### src/common/rds_pkg.sv
// Purpose: constants and types for the reset delay sequencer
// Assumes: core_clk at 40 MHz
// Notes:   Operation list below
// Operation
// [RULE1] Five reset causes all initialise the core
// [RULE2] Every reset resumes execution at FFFh
// [RULE3] Ten-bit delay counter; latch holds core
// [RULE4] Power-up sets the reset latch
// [RULE5] Count starts once reset pin is high
// [RULE6] Timeout end clears latch; default 18 ms
// [RULE7] Two-bit select sets delay and wake delay
// [RULE8] Select: 10=0.25ms 11=18ms 00=60ms 01=1s
// [RULE9] Software: fast wake uses clock on, 00
// [RULE10] Clock keeps running in sleep when enabled
// [RULE11] Brown-out indication asserts reset
// [RULE12] Reset held while brown-out persists
// [RULE13] New cause while counting restarts count
package rds_pkg;

  // ****************************************
  // Timing
  // ****************************************
  localparam int CLK_PERIOD_NS = 25;
  localparam int T_SHORT_NS    = 250000;
  localparam int T_DEF_NS      = 18000000;
  localparam int T_MID_NS      = 60000000;
  localparam int T_LONG_NS     = 1000000000;
  localparam int CYC_SHORT     = (T_SHORT_NS + CLK_PERIOD_NS - 1) / CLK_PERIOD_NS;
  localparam int CYC_DEF       = (T_DEF_NS + CLK_PERIOD_NS - 1) / CLK_PERIOD_NS;
  localparam int CYC_MID       = (T_MID_NS + CLK_PERIOD_NS - 1) / CLK_PERIOD_NS;
  localparam int CYC_LONG      = (T_LONG_NS + CLK_PERIOD_NS - 1) / CLK_PERIOD_NS;

  // ****************************************
  // Widths, encodings and reset values
  // ****************************************
  localparam int             DRT_W      = 10;
  localparam int             DRT_STEPS  = 1024;
  localparam int             PRE_W      = 16;
  localparam logic [9:0]     DRT_TOP    = 10'h3FF;
  localparam logic [11:0]    RESET_VEC  = 12'hFFF;
  localparam logic [1:0]     SEL_SHORT  = 2'h2;
  localparam logic [1:0]     SEL_DEF    = 2'h3;
  localparam logic [1:0]     SEL_MID    = 2'h0;
  localparam logic [1:0]     SEL_LONG   = 2'h1;
  localparam logic [2:0]     SYNC_RST   = 3'h0;

  typedef enum logic [1:0] {
    RDS_HOLD  = 2'b00,
    RDS_COUNT = 2'b01,
    RDS_RUN   = 2'b10,
    RDS_SLEEP = 2'b11
  } rds_state_t;

  typedef enum logic [2:0] {
    RDS_C_POR   = 3'b000,
    RDS_C_BROWN = 3'b001,
    RDS_C_WDOG  = 3'b010,
    RDS_C_WAKE  = 3'b011,
    RDS_C_PIN   = 3'b100
  } rds_cause_t;

  typedef struct packed {
    rds_state_t         st;
    logic [DRT_W-1:0]   cnt;
    logic [PRE_W-1:0]   pre;
    logic               latch;
    logic               pc_load;
    logic [11:0]        pc;
    rds_cause_t         cause;
    logic               osc_run;
    logic [2:0]         pin_s;
    logic               pin_f;
    logic [2:0]         bor_s;
    logic               bor_f;
  } rds_regs_t;

endpackage

### src/design/rds_top.sv
// Purpose: reset gathering, reset latch and delay reset timer
// Assumes: pin and brown-out inputs are asynchronous; others on core_clk
// Notes:   Timeout cycle counts are parameters so simulation can shorten them
`timescale 1ns/1ps
module rds_top #(
  parameter int CYC_SHORT = rds_pkg::CYC_SHORT,
  parameter int CYC_DEF   = rds_pkg::CYC_DEF,
  parameter int CYC_MID   = rds_pkg::CYC_MID,
  parameter int CYC_LONG  = rds_pkg::CYC_LONG
) (
  // Clock and reset
  input  wire logic       core_clk,
  input  wire logic       rst_b,
  // Reset sources
  input  wire logic       external_reset_pin_n,
  input  wire logic       brown_out,
  input  wire logic       watchdog_timeout,
  input  wire logic       wake_req,
  // Configuration and power down
  input  wire logic [1:0] wake_delay_select,
  input  wire logic       sleep_clock_disable,
  input  wire logic       sleep_req,
  // Core side
  output logic            core_reset_q,
  output logic            pc_load_q,
  output logic [11:0]     reset_vector_q,
  output logic [2:0]      reset_cause_q,
  output logic            osc_run_q
);

  // ****************************************
  // Prescaler divisors, one per select value
  // ****************************************
  function automatic logic [rds_pkg::PRE_W-1:0] div_of(input int cyc);
    int d;
    d = (cyc + rds_pkg::DRT_STEPS - 1) / rds_pkg::DRT_STEPS;
    if (d < 1) begin
      d = 1;
    end
    return d[rds_pkg::PRE_W-1:0];
  endfunction

  localparam logic [rds_pkg::PRE_W-1:0] DIV_SHORT = div_of(CYC_SHORT);
  localparam logic [rds_pkg::PRE_W-1:0] DIV_DEF   = div_of(CYC_DEF);
  localparam logic [rds_pkg::PRE_W-1:0] DIV_MID   = div_of(CYC_MID);
  localparam logic [rds_pkg::PRE_W-1:0] DIV_LONG  = div_of(CYC_LONG);

  // ****************************************
  // Reset release
  // ****************************************
  logic [1:0] rst_sync_q;
  logic       rst_q;

  always_ff @(posedge core_clk or negedge rst_b) begin
    if (!rst_b) begin
      rst_sync_q <= 2'h0;
    end else begin
      rst_sync_q <= {rst_sync_q[0], 1'b1};
    end
  end
  assign rst_q = rst_sync_q[1];

  // ****************************************
  // Sequencer
  // ****************************************
  rds_pkg::rds_regs_t q;
  rds_pkg::rds_regs_t d;
  logic [rds_pkg::PRE_W-1:0] div_sel;
  logic                      tick;
  logic                      expired;
  logic                      hard_hold;
  logic                      soft_cause;

  always_comb begin
    case (wake_delay_select)                                 // [RULE7]
      rds_pkg::SEL_SHORT: div_sel = DIV_SHORT;               // [RULE8]
      rds_pkg::SEL_DEF:   div_sel = DIV_DEF;                 // [RULE8]
      rds_pkg::SEL_MID:   div_sel = DIV_MID;                 // [RULE8]
      default:            div_sel = DIV_LONG;                // [RULE8]
    endcase
  end

  assign tick       = (q.pre >= div_sel - 16'h0001);
  assign expired    = tick && (q.cnt == rds_pkg::DRT_TOP);   // [RULE3]
  assign hard_hold  = q.bor_f || !q.pin_f;                   // [RULE11] [RULE5]
  assign soft_cause = watchdog_timeout || wake_req;

  always_comb begin
    d         = q;
    d.pc_load = 1'b0;
    d.pin_s   = {q.pin_s[1:0], external_reset_pin_n};
    d.bor_s   = {q.bor_s[1:0], brown_out};
    if (q.pin_s[1] == q.pin_s[2]) begin
      d.pin_f = q.pin_s[2];
    end
    if (q.bor_s[1] == q.bor_s[2]) begin
      d.bor_f = q.bor_s[2];
    end
    d.pre = tick ? '0 : q.pre + 16'h0001;
    if (tick) begin
      d.cnt = q.cnt + 10'h001;
    end
    if (hard_hold) begin
      // Brown-out or pin low: latch set, timer held at zero
      d.st    = rds_pkg::RDS_HOLD;                           // [RULE12]
      d.latch = 1'b1;                                        // [RULE1]
      d.cnt   = '0;
      d.pre   = '0;
      d.pc    = rds_pkg::RESET_VEC;                          // [RULE2]
      if (q.st != rds_pkg::RDS_HOLD) begin
        d.cause = q.bor_f ? rds_pkg::RDS_C_BROWN : rds_pkg::RDS_C_PIN;
      end
    end else begin
      case (q.st)
        rds_pkg::RDS_HOLD: begin
          d.st  = rds_pkg::RDS_COUNT;                        // [RULE5]
          d.cnt = '0;
          d.pre = '0;
        end
        rds_pkg::RDS_COUNT: begin
          if (soft_cause) begin
            d.cnt   = '0;                                    // [RULE13]
            d.pre   = '0;
            d.cause = watchdog_timeout ? rds_pkg::RDS_C_WDOG : rds_pkg::RDS_C_WAKE;
          end else if (expired) begin
            d.st      = rds_pkg::RDS_RUN;
            d.latch   = 1'b0;                                // [RULE6]
            d.pc_load = 1'b1;                                // [RULE2]
            d.pc      = rds_pkg::RESET_VEC;
          end
        end
        rds_pkg::RDS_RUN: begin
          if (watchdog_timeout) begin
            d.st    = rds_pkg::RDS_COUNT;                    // [RULE1]
            d.latch = 1'b1;
            d.cnt   = '0;
            d.pre   = '0;
            d.cause = rds_pkg::RDS_C_WDOG;
          end else if (sleep_req) begin
            d.st  = rds_pkg::RDS_SLEEP;
            d.cnt = '0;
            d.pre = '0;
          end
        end
        default: begin
          // Power down: the timer measures the automatic wake delay
          if (soft_cause || expired) begin                   // [RULE7]
            d.st    = rds_pkg::RDS_COUNT;
            d.latch = 1'b1;                                  // [RULE1]
            d.cause = watchdog_timeout ? rds_pkg::RDS_C_WDOG : rds_pkg::RDS_C_WAKE;
            if (!sleep_clock_disable) begin
              // Clock kept running: minimum start-up, release next cycle
              d.cnt = rds_pkg::DRT_TOP;                      // [RULE10]
              d.pre = div_sel - 16'h0001;
            end else begin
              d.cnt = '0;
              d.pre = '0;
            end
          end
        end
      endcase
    end
    d.osc_run = !((d.st == rds_pkg::RDS_SLEEP) && sleep_clock_disable); // [RULE10]
  end

  always_ff @(posedge core_clk or negedge rst_q) begin
    if (!rst_q) begin
      q.st      <= rds_pkg::RDS_HOLD;
      q.cnt     <= '0;
      q.pre     <= '0;
      q.latch   <= 1'b1;                                     // [RULE4]
      q.pc_load <= 1'b0;
      q.pc      <= rds_pkg::RESET_VEC;
      q.cause   <= rds_pkg::RDS_C_POR;
      q.osc_run <= 1'b1;
      q.pin_s   <= rds_pkg::SYNC_RST;
      q.pin_f   <= 1'b0;
      q.bor_s   <= rds_pkg::SYNC_RST;
      q.bor_f   <= 1'b0;
    end else begin
      q <= d;
    end
  end

  assign core_reset_q   = q.latch;
  assign pc_load_q      = q.pc_load;
  assign reset_vector_q = q.pc;
  assign reset_cause_q  = q.cause;
  assign osc_run_q      = q.osc_run;
endmodule

### config.mk
export PLATFORM = sky130hd
export DESIGN_NAME = rds_top
export DESIGN_NICKNAME = d
export VERILOG_FILES = /design/src/common/rds_pkg.sv /design/src/design/rds_top.sv
export SDC_FILE = /design/constraint.sdc
export NUM_CORES = 1
export LEC_CHECK = 0
export BUFFER_PORTS_ARGS = -buffer_cell sky130_fd_sc_hd__buf_4
export CAP_MARGIN = 20
export CORE_MARGIN = 4
export CORE_UTILIZATION = 25
export DETAILED_ROUTE_END_ITERATION = 10
export SLEW_MARGIN = 20
export SYNTH_ARGS = -nofsm -noshare
export SYNTH_HDL_FRONTEND = slang
export SYNTH_SLANG_ARGS = --single-unit
### constraint.sdc
create_clock -name core_clk -period 3.25 [get_ports core_clk]
set_input_delay 0.65 -clock core_clk [delete_from_list [all_inputs] [get_ports core_clk]]
set_output_delay 0.65 -clock core_clk [all_outputs]
set_load 0.05 [all_outputs]
==> flow_summary.yaml <==
detailed_routing:
  route.vias.total: 2545
  wl_per_cell_um: 13.9
  route.antenna.remaining_nets: 0
  initialDrtViolationCount: 151
  via_per_inst: 4.76
  drt_pass1_iterations: 5
  route.detailed.drc: 0
  routed_wl_um: 7450
sta:
  timing.slew.headroom: 0.543
  setup_repair_after_global_routing_missed_its_margin: "yes"
  tns_ps: 0
  finalClockSkew_ps: 14.0
  final-max-slew-violation-count: 0
  final_min_period_over_clock_period: 0.963
  hold_violations: 0
  worst_pin_slew_ps: 679
  fin_crit_ps: 3130
  achievable-frequency_ghz: 0.319
  final-setup-viol-count: 0
  setup_slack_ps: 120
clock_network:
  cts_setup_buffers: 0
  cts_made_buffers: 5
  tritoncts_clock_tree: "built"
  clk_tree_root_cell: "clkbuf_16"
  h-tree-depth: 2
  buffer_depth_of_the_longest_clock_path: 2
  cts.sink_count: 45
  insertion_delay_ps: 300
  cts.clk_slew.worst_paths_ps: 60
yosys:
  synth-warning-count: 0
  synth_edf_count: 0
  yosys-top-cells-area: "dfrtp_1 33%, ha_1 12%, a211oi_2 5.8%, xnor2_1 4.9%, buf_4 3.5%"
  synth.largest_area_cell: "dfrtp_1"
  yosysTopAreaCellShare: 0.327
  ys_seq_elements: 45
  ys_dominant_reg_cell: "dfrtp_1"
  syn_inst: 326
  sequential_area_share_after_synthesis: 0.351
  synth.distinct_cells: 54
  synth_common_cells: "42 x dfrtp_1, 30 x ha_1, 26 x nand2_1"
  synth.cell_area_mm2: 0.00322
  syn_avg_cell_area_um2: 9.86
  synth.most_common_cell: "dfrtp_1"
  ys_async_sr_fraction: 1.00
power:
  switching_power_mw: 0.361
  p_per_area_mw_per_mm2: 344
  p_leak_nw: 1.56
  worst_ir_drop_vdd_mv: 0.209
  swShare: 0.273
  internal_power_mw: 0.962
  seqPwrFrac: 0.454
  power.clock.fraction: 0.398
  power.share.combinational: 0.148
grt:
  grt_usage: 0.102
  global_route_wire_length_before_repair_um: 12100
  grt_antenna_before_repair: 0
  vias_in_the_first_global_route: 2391
  grt.overflow.total: 0
  largest_net_degree_at_the_start_of_global_routing: 44
setup_path:
  critical_path.startpoint_type: "input pin"
  critical_path.endpoint_type: "flop"
  ff2ff_setup_slack_ps: 530
  crit_required_ps: 3450
  setup.worst_path.class: "in2reg"
  critical_path_arrival_ps: 3330
  crit_fanout: 4
floorplanning:
  fp.dieH_um: 121
  boundaryPins: 28
  fp-row-count: 41
  die-area_mm2: 0.0147
  initial_core_util: 0.255
  dieWidth_um: 121
  placeableCoreArea_mm2: 0.0126
place:
  pre_cts_ws_ps: -194
  placed_area_mm2: 0.00366
  detailedPlacementHpwl_um: 5660
  portBuffers: 27
  gp_routability_congestion: 0.851
cells_and_area:
  fillCellCount: 1320
  finalInstanceArea_mm2: 0.00384
  layout_cell_share_with_drive_strength_beyond_1: 0.259
  final_core_util: 0.305
  synthToLayoutAreaGrowth_pct: 19.5
  final_net_count: 402
  insertedDiodeCount: 0
flow_run:
  drv_cap: 0
hold_path:
  hold_path_class: "in2async"
outcome:
  run_status: "complete, no violations"
-- state kept, by name, indices dropped and copies added, names as in the netlist --
| signal | count |
|---|---|
| core_reset_q | 1 |
| d | 4 |
| osc_run_q | 1 |
| pc_load_q | 1 |
| q | 32 |
| reset_cause_q | 3 |
| reset_vector_q | 1 |
| rst_sync_q | 2 |
-- per-layer routing --
layer	vias up	GRT usage	wire length [um]	share of wire
li1	1227	-	-	-
met1	1271	0.136	3520	0.47
met2	39	0.169	3650	0.49
met3	8	0.0224	204	0.027
met4	0	0.0231	73	0.0098
met5	-	0	0	0
-- stage by stage --
step | total power, mW | std cells | hold WS (ps)
3_5_place_dp | 0.805 | 526 | 335
2_1_floorplan | 0.751 | 329 | 331
6_report | 1.32 | 535 | 134
5_1_grt | 1.38 | 535 | 124
3_3_place_gp | 0.802 | 526 | 333
4_1_cts | 1.34 | 534 | 123
-- placed cells by master, fill, tap and decap left out, types with 3 or more instances in the layout --
cell	Yosys	final
o21ai_0	8	7
xnor2_1	18	18
nand3_1	11	11
a211oi_2	15	16
nor3_1	5	5
nand2b_1	5	5
dfrtp_1	42	41
xor2_1	6	6
dfstp_2	3	3
and3_1	5	5
o211ai_1	5	5
nor2_1	20	20
or2_2	3	3
a21oi_1	16	16
buf_4	15	51
a211oi_1	8	7
nand4_1	7	7
and4_1	4	4
conb_1	1	4
nand2_1	26	26
clkbuf_16	0	5
a211o_1	4	4
inv_1	19	19
o21a_1	3	3
ha_1	30	30
and2_1	3	3
-- worst paths after layout --
path                                         start                             end  cells after the start
max in group asynchronous  rst_sync_q[1]$_DFF_PN0_  reset_vector_q[10]$_DFFE_PN1P_                      1
max reg2reg                        q[35]$_DFF_PN0_                 q[27]$_DFF_PN0_                      8
max                           wake_delay_select[1]                 q[27]$_DFF_PN0_                     12
min reg2reg                rst_sync_q[1]$_DFF_PN0_                 q[37]$_DFF_PN0_                      0
min in group core_clk               d[2]$_DFF_PN0_                  d[3]$_DFF_PN0_                      0
min                                          rst_b         rst_sync_q[0]$_DFF_PN0_                      1
-- layout make-up --
class / count / area [um2] / share of cell area
well taps: 172 / 215 / 0.0560
repair buffers: 53 / 423 / 0.110
flip-flops and latches: 45 / 1130 / 0.294
multi-input cells: 237 / 1850 / 0.482
clock buffers: 8 / 146 / 0.0381
inverters: 20 / 75.1 / 0.0195
-- critical path: stages --
cell and delay, ps:
buf_4 120, inv_1 130, ha_1 220, nor2_1 80, ha_1 300, nand4_1 110, or4_4 540, o32ai_2 310
o211ai_2 170, buf_4 190, a211o_1 330, a211oi_2 180
-- timing repair --
action | in CTS | in global routing
resized for setup | 0 | 3
hold endpoints to repair | 0 | 0
hold buffers | 0 | 0
endpoints found under the setup margin | 0 | 3
-- logic make-up after synthesis --
group / count (synthesis) / share of synthesized area
xor gates and xnor gates: 24 / 0.0654
and+or+nand+nor: 95 / 0.150
AOI/OAI and AO/OA: 81 / 0.223
adders and majority gates: 32 / 0.123
DFF: 45 / 0.351
other: 1 / 0.00117
muxes: 1 / 0.00311
buffers and inverters: 47 / 0.0829
-- power groups by stage --
stage / clock, mW / combinational, mW / sequential, mW
after CTS: 0.544 / 0.187 / 0.608
after global placement: 0 / 0.185 / 0.617
after global routing: 0.563 / 0.215 / 0.605
final: 0.527 / 0.196 / 0.600
after floorplan: 0 / 0.140 / 0.611
after detailed placement: 0 / 0.187 / 0.618
(Power assumes the default switching activity.)
